**src/rtl/mcr_pkg.sv**
```systemverilog
// Purpose: shared constants for the mux clock ratio and timing check ends
// Assumes: one clock domain, mclk at 125 MHz
// Notes:   encodings of the under-clock field, trim and phase settings
package mcr_pkg;
    localparam logic [1:0] UCR_RESET      = 2'h0;
    localparam logic [1:0] UCR_X2         = 2'h2;
    localparam logic [1:0] UCR_X4         = 2'h3;
    localparam logic [2:0] TRIM_RESET     = 3'h2;
    localparam logic [2:0] TRIM_MAX       = 3'h5;
    localparam logic [2:0] TRIM_HIGH_RATE = 3'h4;
    localparam int         TRIM_STEP_PS   = 14;
    localparam logic [2:0] PHASE_RESET    = 3'h0;
    localparam logic       FDIV_RESET     = 1'b0;
    localparam logic       MUX4           = 1'b0;
    localparam int         WORD_W         = 12;
    localparam int         FIFO_DEPTH     = 8;
    localparam int         DIV_W          = 8;
endpackage

```
**src/rtl/mcr_link_if.sv**
```systemverilog
// Purpose: link between converter end and data source end
// Assumes: fwd_clk is a level sampled on mclk by the source
// Notes:   check lane is differential, carried as a pair of levels
`timescale 1ns/1ps
`default_nettype none
interface mcr_link_if;
    logic                        fwd_clk;
    logic [mcr_pkg::WORD_W-1:0]  data;
    logic                        check_lane_pos;
    logic                        check_lane_neg;
    logic                        word_strobe;
    modport device (output fwd_clk, output word_strobe, input data,
                    input check_lane_pos, input check_lane_neg);
    modport source (input fwd_clk, input word_strobe, output data,
                    output check_lane_pos, output check_lane_neg);
endinterface
`default_nettype wire

```
**src/rtl/mcr_device.sv**
```systemverilog
// Purpose: converter end: clock ratios, forwarded clock, timing check
// Assumes: mclk stands for the sampling clock; settings are plain inputs
// Notes:   half-period shifted sampling is modelled by adjacent edges
//
// What this block, the source end and the system do
// divide select 1 doubles forwarded clock period
// divide select 0 gives fs over 2NM
// field 00/01 ratio 1, 10 ratio 2, 11 ratio 4
// under-clock ratio applies in both mux ratios
// mux runs on clock divided by ratio
// ratio 1 mux4 accepts words at fs/4
// ratio 2 halves word and forwarded rate
// delay trim 0..5, 14 ps steps, reset 2
// source sets trim 4 at high rates
// source toggles check lane every data cycle
// unused check lane held static by source
// check lane sampled by two shifted clocks
// flag 1 when the two samples differ
// on violation system shifts forwarded phase
// phase shift delays forwarded clock half-steps
// mux2 only first four phase settings distinct
// flag refreshed every input data cycle
`timescale 1ns/1ps
`default_nettype none
module mcr_device #(
    parameter int DEPTH = mcr_pkg::FIFO_DEPTH
) (
    // clock and reset
    input  wire logic                       mclk,
    input  wire logic                       rst_n,
    // configuration settings
    input  wire logic [1:0]                 underclock_ratio_field,
    input  wire logic                       mux_ratio_sel,
    input  wire logic                       forwarded_clock_divide_select,
    input  wire logic [2:0]                 forwarded_clock_phase_shift,
    input  wire logic [2:0]                 mux_sampling_delay_trim,
    // converter side words
    output logic [mcr_pkg::WORD_W-1:0]      conv_word,
    output logic                            conv_strobe,
    output logic [2:0]                      trim_applied,
    output logic [1:0]                      input_underclock_ratio,
    // status
    output logic                            timing_violation_flag,
    // link
    mcr_link_if.device                      link
);
    initial begin
        if (DEPTH < 2) $error("depth too small");
    end
    // settings registered so outputs and dividers see stable values
    logic [1:0] ucr_reg;
    logic       mux2_reg;
    logic       fdiv_reg;
    logic [2:0] phase_reg;
    logic [2:0] trim_reg;
    always_ff @(posedge mclk or negedge rst_n) begin
        if (!rst_n) begin
            ucr_reg   <= mcr_pkg::UCR_RESET;
            mux2_reg  <= mcr_pkg::MUX4;
            fdiv_reg  <= mcr_pkg::FDIV_RESET;
            phase_reg <= mcr_pkg::PHASE_RESET;
            trim_reg  <= mcr_pkg::TRIM_RESET;
        end else begin
            ucr_reg   <= underclock_ratio_field;
            mux2_reg  <= mux_ratio_sel;
            fdiv_reg  <= forwarded_clock_divide_select;
            phase_reg <= forwarded_clock_phase_shift;
            // out-of-range trim is clamped rather than wrapped
            trim_reg  <= (mux_sampling_delay_trim > mcr_pkg::TRIM_MAX) ?
                         mcr_pkg::TRIM_MAX : mux_sampling_delay_trim;
        end
    end
    // log2 of under-clock ratio, used in both mux ratios
    logic [1:0] m_log;
    always_comb begin
        case (ucr_reg)
            mcr_pkg::UCR_X2: m_log = 2'h1;
            mcr_pkg::UCR_X4: m_log = 2'h2;
            default:         m_log = 2'h0;
        endcase
    end
    // word period = N*M cycles; forwarded half period = N*M*X
    logic [3:0] word_log;
    logic [3:0] half_log;
    assign word_log = {2'h0, m_log} + (mux2_reg ? 4'h1 : 4'h2);
    assign half_log = word_log + {3'h0, fdiv_reg};
    logic [mcr_pkg::DIV_W-1:0] cnt_reg;
    logic [mcr_pkg::DIV_W-1:0] word_mask;
    logic [mcr_pkg::DIV_W-1:0] half_mask;
    assign word_mask = mcr_pkg::DIV_W'((1 << word_log) - 1);
    assign half_mask = mcr_pkg::DIV_W'((1 << half_log) - 1);
    logic word_tick;
    logic half_tick;
    assign word_tick = (cnt_reg & word_mask) == word_mask;
    assign half_tick = (cnt_reg & half_mask) == half_mask;
    always_ff @(posedge mclk or negedge rst_n) begin
        if (!rst_n) begin
            cnt_reg <= '0;
        end else begin
            cnt_reg <= cnt_reg + 1'b1;
        end
    end
    // base forwarded clock toggles every N*M*X cycles
    logic fwd_base_reg;
    always_ff @(posedge mclk or negedge rst_n) begin
        if (!rst_n) begin
            fwd_base_reg <= 1'b0;
        end else if (half_tick) begin
            fwd_base_reg <= ~fwd_base_reg;
        end
    end
    // phase delay line; one mclk stands for half an input cycle
    logic [7:0] dly_reg;
    logic [2:0] phase_eff;
    assign phase_eff = mux2_reg ? {1'b0, phase_reg[1:0]} : phase_reg;
    always_ff @(posedge mclk or negedge rst_n) begin
        if (!rst_n) begin
            dly_reg <= '0;
        end else begin
            dly_reg <= {dly_reg[6:0], fwd_base_reg};
        end
    end
    logic fwd_reg;
    always_ff @(posedge mclk or negedge rst_n) begin
        if (!rst_n) begin
            fwd_reg <= 1'b0;
        end else begin
            fwd_reg <= dly_reg[phase_eff];
        end
    end
    assign link.fwd_clk = fwd_reg;
    // word request toward the source, one per word period
    logic strobe_reg;
    always_ff @(posedge mclk or negedge rst_n) begin
        if (!rst_n) begin
            strobe_reg <= 1'b0;
        end else begin
            strobe_reg <= word_tick;
        end
    end
    assign link.word_strobe = strobe_reg;
    // incoming words buffered; drained at the mux rate
    logic                       f_out_valid;
    logic [mcr_pkg::WORD_W-1:0] f_out_data;
    logic                       f_in_ready;
    mcr_fifo #(.W(mcr_pkg::WORD_W), .D(DEPTH)) u_fifo (
        .mclk      (mclk),
        .rst_n     (rst_n),
        .in_valid  (strobe_reg && f_in_ready), // a full buffer refuses the word
        .in_ready  (f_in_ready),
        .in_data   (link.data),
        .out_valid (f_out_valid),
        .out_ready (word_tick),
        .out_data  (f_out_data)
    );
    // converter holds each word for N*M conversions
    always_ff @(posedge mclk or negedge rst_n) begin
        if (!rst_n) begin
            conv_word   <= '0;
            conv_strobe <= 1'b0;
        end else begin
            conv_strobe <= word_tick && f_out_valid;
            if (word_tick && f_out_valid) begin
                conv_word <= f_out_data;
            end
        end
    end
    // trim and ratio shown to the analog side
    always_ff @(posedge mclk or negedge rst_n) begin
        if (!rst_n) begin
            trim_applied           <= mcr_pkg::TRIM_RESET;
            input_underclock_ratio <= 2'h0;
        end else begin
            trim_applied           <= trim_reg;
            input_underclock_ratio <= m_log;
        end
    end
    // early and late samples of the check lane around the word edge
    logic lane;
    logic early_reg;
    logic late_reg;
    assign lane = link.check_lane_pos & ~link.check_lane_neg;
    always_ff @(posedge mclk or negedge rst_n) begin
        if (!rst_n) begin
            early_reg <= 1'b0;
            late_reg  <= 1'b0;
        end else begin
            late_reg <= lane;
            if (word_tick) begin
                early_reg <= lane;
            end
        end
    end
    // compared once per word, one cycle after the early sample
    logic cmp_reg;
    always_ff @(posedge mclk or negedge rst_n) begin
        if (!rst_n) begin
            cmp_reg <= 1'b0;
        end else begin
            cmp_reg <= word_tick;
        end
    end
    always_ff @(posedge mclk or negedge rst_n) begin
        if (!rst_n) begin
            timing_violation_flag <= 1'b0;
        end else if (cmp_reg) begin
            timing_violation_flag <= early_reg ^ lane;
        end
    end
endmodule
`default_nettype wire

```
**src/rtl/mcr_fifo.sv**
```systemverilog
// Purpose: small word buffer with valid/ready on both sides
// Assumes: single clock
// Notes:   depth must be a power of two
`timescale 1ns/1ps
`default_nettype none
module mcr_fifo #(
    parameter int W = 12,
    parameter int D = 8
) (
    // clock and reset
    input  wire logic         mclk,
    input  wire logic         rst_n,
    // fill side
    input  wire logic         in_valid,
    output logic              in_ready,
    input  wire logic [W-1:0] in_data,
    // drain side
    output logic              out_valid,
    input  wire logic         out_ready,
    output logic [W-1:0]      out_data
);
    localparam int AW = $clog2(D);
    initial begin
        if (D < 2 || (1 << AW) != D) $error("fifo depth must be power of two");
    end
    logic [W-1:0] mem [D];
    logic [AW:0]  wr_reg;
    logic [AW:0]  rd_reg;
    logic         push;
    logic         pop;
    assign in_ready  = (wr_reg - rd_reg) != (AW+1)'(D);
    assign out_valid = wr_reg != rd_reg;
    assign out_data  = mem[rd_reg[AW-1:0]];
    assign push      = in_valid && in_ready;
    assign pop       = out_valid && out_ready;
    // storage has no reset, pointers do
    always_ff @(posedge mclk) begin
        if (push) begin
            mem[wr_reg[AW-1:0]] <= in_data;
        end
    end
    always_ff @(posedge mclk or negedge rst_n) begin
        if (!rst_n) begin
            wr_reg <= '0;
            rd_reg <= '0;
        end else begin
            wr_reg <= wr_reg + (AW+1)'(push);
            rd_reg <= rd_reg + (AW+1)'(pop);
        end
    end
endmodule
`default_nettype wire

```
**src/flat_wrapper.sv**
```systemverilog
// flat-port wrapper written by rule: the top's interface ports become plain ports
module mcr_device_flat 
#(
    parameter int DEPTH = mcr_pkg::FIFO_DEPTH
)
  (mclk, rst_n, underclock_ratio_field, mux_ratio_sel, forwarded_clock_divide_select, forwarded_clock_phase_shift, mux_sampling_delay_trim, conv_word, conv_strobe, trim_applied, input_underclock_ratio, timing_violation_flag, link_fwd_clk, link_word_strobe, link_data, link_check_lane_pos, link_check_lane_neg);
  mcr_link_if link_i ();
  input  wire logic mclk;
  input  wire logic rst_n;
  input  wire logic [1:0] underclock_ratio_field;
  input  wire logic mux_ratio_sel;
  input  wire logic forwarded_clock_divide_select;
  input  wire logic [2:0] forwarded_clock_phase_shift;
  input  wire logic [2:0] mux_sampling_delay_trim;
  output logic [mcr_pkg::WORD_W-1:0] conv_word;
  output logic conv_strobe;
  output logic [2:0] trim_applied;
  output logic [1:0] input_underclock_ratio;
  output logic timing_violation_flag;
  output wire logic [$bits(link_i.fwd_clk)-1:0] link_fwd_clk;
  output wire logic [$bits(link_i.word_strobe)-1:0] link_word_strobe;
  input wire logic [$bits(link_i.data)-1:0] link_data;
  input wire logic [$bits(link_i.check_lane_pos)-1:0] link_check_lane_pos;
  input wire logic [$bits(link_i.check_lane_neg)-1:0] link_check_lane_neg;
  assign link_fwd_clk = link_i.fwd_clk;
  assign link_word_strobe = link_i.word_strobe;
  assign link_i.data = link_data;
  assign link_i.check_lane_pos = link_check_lane_pos;
  assign link_i.check_lane_neg = link_check_lane_neg;
  mcr_device #(.DEPTH(DEPTH)) u_core (.mclk(mclk), .rst_n(rst_n), .underclock_ratio_field(underclock_ratio_field), .mux_ratio_sel(mux_ratio_sel), .forwarded_clock_divide_select(forwarded_clock_divide_select), .forwarded_clock_phase_shift(forwarded_clock_phase_shift), .mux_sampling_delay_trim(mux_sampling_delay_trim), .conv_word(conv_word), .conv_strobe(conv_strobe), .trim_applied(trim_applied), .input_underclock_ratio(input_underclock_ratio), .timing_violation_flag(timing_violation_flag), .link(link_i));
endmodule
```
**config.mk**
```make
export PLATFORM = sky130hd
export DESIGN_NAME = mcr_device_flat
export DESIGN_NICKNAME = d
export VERILOG_FILES = /design/src/rtl/mcr_pkg.sv /design/src/rtl/mcr_link_if.sv /design/src/rtl/mcr_device.sv /design/src/rtl/mcr_fifo.sv /design/src/flat_wrapper.sv
export SDC_FILE = /design/constraint.sdc
export NUM_CORES = 1
export LEC_CHECK = 0
export BUFFER_PORTS_ARGS = -buffer_cell sky130_fd_sc_hd__buf_2
export CORE_ASPECT_RATIO = 1.4
export CORE_MARGIN = 2
export CORE_UTILIZATION = 54
export DETAILED_ROUTE_END_ITERATION = 12
export PLACE_DENSITY = 0.7
export SKIP_CTS_REPAIR_TIMING = 1
export SKIP_LAST_GASP = 1
export SYNTH_ARGS = -nofsm -noshare
export SYNTH_HDL_FRONTEND = slang
export SYNTH_HIERARCHICAL = 1
export SYNTH_SLANG_ARGS = --single-unit
```
**constraint.sdc**
```tcl
create_clock -name mclk -period 4.6 [get_ports mclk]
set_clock_uncertainty 0.05 [all_clocks]
set_input_delay 0.92 -clock mclk [delete_from_list [all_inputs] [get_ports mclk]]
set_output_delay 0.92 -clock mclk [all_outputs]
set_load 0.05 [all_outputs]
```
==> qor.txt, run 1 <==
routed length per instance: 19.31 microns
Max Slew Vio Count: 0
Final Net Count: 486
design area: 7486 sq um
PortBufs: 46
core area: 11,700 sq um
sequential area share after synthesis: 0.6733
Final Hold Vio Count: 0
CP startpoint kind: register
Avg Inst Size Synth: 16.46 sq um
fin crit share: 0.8568
Die H: 132.9 microns
global-route wire length before repair: 18,800 microns
PwrDens: 643.6 nW/um^2
HP Class: register to register
post-synthesis instance total: 389
Total Wirelength: 11,720 microns
Die ar.: 12,760 sq um
pre-CTS setup slack: 0.6925 ns
DRT iter0 DRCs: 154
maximum vdd drop: 0.3313 mV
worst stage delay on the critical path: 0.80 ns
synth unique cells: 62
top cells by area, synth: edfxtp_1 (45%), dfrtp_1 (21%), mux4_2 (9.1%), nand2_1 (2.5%), ha_1 (2.3%)
vias in the first global route: 3,653
Clock Latency Late Sink: 0.42 ns
Fin Hold WS: 0.2998 ns
GR Util All Layers: 0.1993
EDFF count, synth: 96
detailed-route DRC error count: 0
Initial DRT Pass Iterations: 4
# rows: 47
total chip power: 4.818 mW
post-route ant nets: 0
Tmin final: 3.941 ns
max-cap violation count: 0
asr flop ratio synth: 0.3725
Ant. Diodes: 0
Root Driver: clkbuf_16
CTS tree: built
Yosys Warn Count: 6
nature of the critical path endpoint: register
Core Util, Final: 0.6397
setup TNS: 0 ns
Placer Congestion: 0.8126
Clock Pin Slew Worst Setup and Hold Paths: 0.07 ns
via count: 3,450
Slowest cell on crit path: fa_1
H-Tree Level Count: 4
post-DP HPWL: 7396 microns
CTS Sinks: 153
Least-Margin Pin Slew: 0.7094 ns
layout cells sized above 1: 0.3130
Post-Place Cells: 575
CP max FO: 13
Max Buffers Root-to-Sink: 2
starting density of the core: 0.5472
Yosys top cell area share: 0.4502
Crit path required time: 4.89 ns
Die Wd: 96.04 microns
status: finished clean
final setup violation count: 0
Slew headroom: 0.5271
Yosys top cell by area: edfxtp_1
Peak Freq: 253.7 MHz
Post-DP Area: 6838 sq um
largest net degree at the start of global routing: 58
syn nets: 428
synthesized cell area: 6404 sq um
Area Overhead vs Synth: 16.90%
CP Buf/Inv Count: 1
initial antenna violation count: 0
Filler Cells Inserted: 839
Num CTS Buffers: 17
#FFs+latches synth: 153
Ports: 47
grt total ovfl: 0
final worst slack: 0.6587 ns
worst-path cell chain: nor2b_4, and2_1, fa_1, ha_1, nor2_1, a21oi_1, nand3b_1, ha_1, inv_1, a311oi_1, a211o_1, a21oi_1, nor4_2, xor2_1
top cell family by delay on the critical path: adder cells
Crit Path Category: register to register
Vias/cell: 5.684
Largest register FFs: 96
leak pwr: 2.919 nW
Final Non-Filler Cells: 607
Top FF cell, synth: edfxtp_1
Commonest cells post-synth: edfxtp_1 (96), dfrtp_1 (55), nand2_1 (43)
RSZ-0062 raised after global routing: no
most common cell in the synthesized netlist: edfxtp_1
Critical Path AT: 4.23 ns
==> worst reg2reg max path, cell delays in order (launching register included) <==
cell and delay (ns):
dfrtp_1 0.38, nor2b_4 0.14, and2_1 0.17, fa_1 0.80, ha_1 0.51, nor2_1 0.13
a21oi_1 0.22, nand3b_1 0.15, ha_1 0.17, inv_1 0.06, a311oi_1 0.42, a211o_1 0.20
a21oi_1 0.07, nor4_2 0.24, xor2_1 0.18
==> cell type report <==
class | instances | area [sq um] | area share
timing repair buffer | 57 | 312.8 | 0.04179
multi-input combinational | 209 | 1996 | 0.2666
inverter | 9 | 33.78 | 0.004513
tap | 147 | 183.9 | 0.02457
sequential | 153 | 4312 | 0.5760
clock buffer | 17 | 425.4 | 0.05683
clock inverter | 15 | 222.7 | 0.02975
==> per-layer routing <==
metal	global-route usage	up-vias	wire (microns)
met5	0	-	0
li1	-	1591	-
met3	0.04613	22	404
met2	0.3310	70	6361
met4	0.08968	0	274
met1	0.2449	1767	4684
==> where the power goes <==
part	total (mW)	switching, mW	internal [mW]
registers	1.94	0.164	1.78
logic	1.37	0.797	0.575
clock network	1.51	0.573	0.932
==> path summary, 6_finish.rpt <==
| check | startpoint | to | slack, ns | depth (start not counted) |
|---|---|---|---|---|
| hold / removal | u_core/trim_reg[0] | u_core/trim_applied[0] | 0.30 | 0 |
| hold reg to reg | u_core/trim_reg[0] | u_core/trim_applied[0] | 0.30 | 0 |
| min in group asynchronous | rst_n | u_core/dly_reg[4] | 0.59 | 2 |
| max in group asynchronous | rst_n | u_core/conv_word[4] | 3.43 | 2 |
| setup reg to reg | u_core/ucr_reg[1] | u_core/fwd_base_reg | 0.66 | 14 |
| setup / recovery | u_core/ucr_reg[1] | u_core/fwd_base_reg | 0.66 | 14 |
==> logic make-up (layout without fill, tap and decap cells) <==
kind of cell	Yosys count	after routing	share of synthesized area
AO/OA/AOI/OAI	32	32	0.03810
XOR/XNOR	19	19	0.03361
multiplexers	41	41	0.1176
flip-flops	153	153	0.6733
AND/OR/NAND/NOR	104	104	0.08792
adder cells (fa/ha/maj)	13	13	0.02657
buffers and inverters	27	98	0.02286
==> layout by cell type, fill, tap and decap left out, drive strengths merged, types with 12 or more instances in the layout <==
cell / synthesis / layout
buf: 14 / 57
edfxtp: 96 / 96
mux2: 14 / 14
mux4: 26 / 26
ha: 12 / 12
dfrtp: 55 / 55
nand2: 43 / 43
clkbuf: 4 / 17
inv: 9 / 19
(Power assumes the default switching activity.)
==> inputs of run 2 (changes only) <==
--- a/config.mk
+++ b/config.mk
@@ -11,6 +11,7 @@
 export CORE_UTILIZATION = 54
 export DETAILED_ROUTE_END_ITERATION = 12
 export PLACE_DENSITY = 0.7
+export RECOVER_POWER = 100
 export SKIP_CTS_REPAIR_TIMING = 1
 export SKIP_LAST_GASP = 1
 export SYNTH_ARGS = -nofsm -noshare
==> run 2 against run 1 <==
  * The flow now finishes with violations (capacitance limit, slew limit)
  * Final area down 1.8%
  * Clock power about the same
  * First-iteration DRC count up 4.5%
  * Non-clock buffer count unchanged
  * Final cell count unchanged
  * Register-to-register slack worse by 0.12 ns
  * Power down 1.0%
  * Critical path type unchanged
  * Critical endpoint unchanged
  * Highest routed layer unchanged
==> qor.txt, run 2 (same netlist as run 1, synthesis figures left out) <==
nature of the critical path endpoint: register
pre-CTS setup slack: 0.6925 ns (unchanged)
Crit path required time: 4.89 ns (about the same)
global-route wire length before repair: 18,800 microns (unchanged)
Final Net Count: 486 (unchanged)
Max Slew Vio Count: 58 (+58)
Largest register FFs: 96 (unchanged)
Ports: 47 (unchanged)
core area: 11,700 sq um (unchanged)
layout cells sized above 1: 0.2000 (-0.1130)
H-Tree Level Count: 4 (unchanged)
GR Util All Layers: 0.1993 (unchanged)
Final Hold Vio Count: 0 (unchanged)
final setup violation count: 0 (unchanged)
Die Wd: 96.04 microns (unchanged)
Num CTS Buffers: 17 (unchanged)
PortBufs: 46 (unchanged)
# rows: 47 (unchanged)
CTS Sinks: 153 (unchanged)
Die ar.: 12,760 sq um (unchanged)
initial antenna violation count: 0 (unchanged)
Ant. Diodes: 0 (unchanged)
Filler Cells Inserted: 871 (+3.8%)
status: complete, but fails checks
CP max FO: 13 (unchanged)
r2r worst-path depth: 14 (unchanged)
Area Overhead vs Synth: 14.75%
Slew headroom: -0.9972 (-1.524)
failing checks: capacitance limit, slew limit
routed length per instance: 19.50 microns (+0.95%)
CP startpoint kind: register
most frequent cells in the layout: edfxtp_1 (96), dfrtp_1 (55), clkbuf_1 (44)
detailed-route DRC error count: 0 (unchanged)
CTS tree: built
vias in the first global route: 3,653 (unchanged)
Max Buffers Root-to-Sink: 2 (unchanged)
Least-Margin Pin Slew: 2.996 ns (+2.286 ns)
Crit Path Category: register to register
Peak Freq: 246.4 MHz (-2.9%)
post-route ant nets: 0 (unchanged)
RSZ-0062 raised after global routing: no
starting density of the core: 0.5472 (unchanged)
max-cap violation count: 1 (+1)
Initial DRT Pass Iterations: 4 (unchanged)
Clock Pin Slew Worst Setup and Hold Paths: 0.07 ns (about the same)
Total Wirelength: 11,840 microns (+0.95%)
Vias/cell: 5.725 (+0.72%)
HP Class: register to register
post-DP HPWL: 7396 microns (unchanged)
setup TNS: 0 ns (unchanged)
via count: 3,475 (+0.72%)
Tmin final: 4.059 ns (+0.1174 ns)
PwrDens: 649.2 nW/um^2 (+0.86%)
DRT iter0 DRCs: 161 (+4.5%)
Clock Latency Late Sink: 0.42 ns (about the same)
grt total ovfl: 0 (unchanged)
largest net degree at the start of global routing: 58 (unchanged)
hold depth: 0 (unchanged)
Critical Path AT: 4.35 ns (+0.12 ns)
final worst slack: 0.5413 ns (-0.1174 ns)
leak pwr: 2.764 nW (-5.3%)
commonest non-fill, non-tap cell in the layout: edfxtp_1
fin crit share: 0.8823 (+0.02553)
maximum vdd drop: 0.3279 mV (-1.0%)
Die H: 132.9 microns (unchanged)
Root Driver: clkbuf_16
Placer Congestion: 0.8126 (unchanged)
[run 2: changes by cell type in the layout (fill, tap and decap cells not counted), sizes merged]
cell and change:
buf -44, clkbuf +44
[run 2: worst paths after layout]
| kind | endpoint | from | slack (ns) |
|---|---|---|---|
| max | u_core/fwd_base_reg | u_core/ucr_reg[1] | 0.54 |
| min | u_core/trim_applied[0] | u_core/trim_reg[0] | 0.30 |
| max reg2reg | u_core/fwd_base_reg | u_core/ucr_reg[1] | 0.54 |
| min reg2reg | u_core/trim_applied[0] | u_core/trim_reg[0] | 0.30 |
| max in group asynchronous | u_core/conv_word[4] | rst_n | 1.27 |
| min in group asynchronous | u_core/dly_reg[4] | rst_n | 1.53 |
[run 2: metrics by stage]
stage,hold slack [ns],util,cells,instance area (sq um),power [mW]
floorplan,0.2812,-,389,6404,3.007
global placement,0.2837,0.5843,575,6838,3.288
detailed placement,0.2847,0.5843,575,6838,3.343
CTS,0.3002,0.6397,607,7486,4.865
global route,0.3082,0.6279,607,7348,5.007
finish,0.2999,0.6279,607,7348,4.770
[run 2: power breakdown]
group / leakage (nW) / internal [mW] / switching, mW
combinational: 0.901 / 0.547 / 0.773
clock: 0.321 / 0.932 / 0.574
sequential: 1.54 / 1.78 / 0.168
[run 2: worst max-delay path, stage by stage (launching register included)]
cell and delay, ns:
dfrtp_1 0.37, nor2b_1 0.17, and2_0 0.18, fa_1 0.81, ha_1 0.51, nor2_1 0.13, a21oi_1 0.23, nand3b_1 0.15
ha_1 0.17, inv_1 0.06, a311oi_1 0.42, a211o_1 0.20, a21oi_1 0.06, nor4_1 0.30, xor2_1 0.18
[run 2: routing by layer]
metal | track usage | vias up | part of all wire
met2 | 0.3310 | 89 | 0.54
li1 | - | 1592 | -
met3 | 0.04613 | 23 | 0.046
met5 | 0 | - | 0
met4 | 0.08968 | 0 | 0.023
met1 | 0.2449 | 1771 | 0.39
[run 2: final cells by class]
cell class	count	area (sq um)	share of cell area
clock buffers	17	425.4	0.05789
clock inverters	15	222.7	0.03031
inverters	9	33.78	0.004597
multi-input cells	209	1936	0.2634
flip-flops and latches	153	4312	0.5868
well taps	147	183.9	0.02503
repair buffers	57	235.2	0.03201
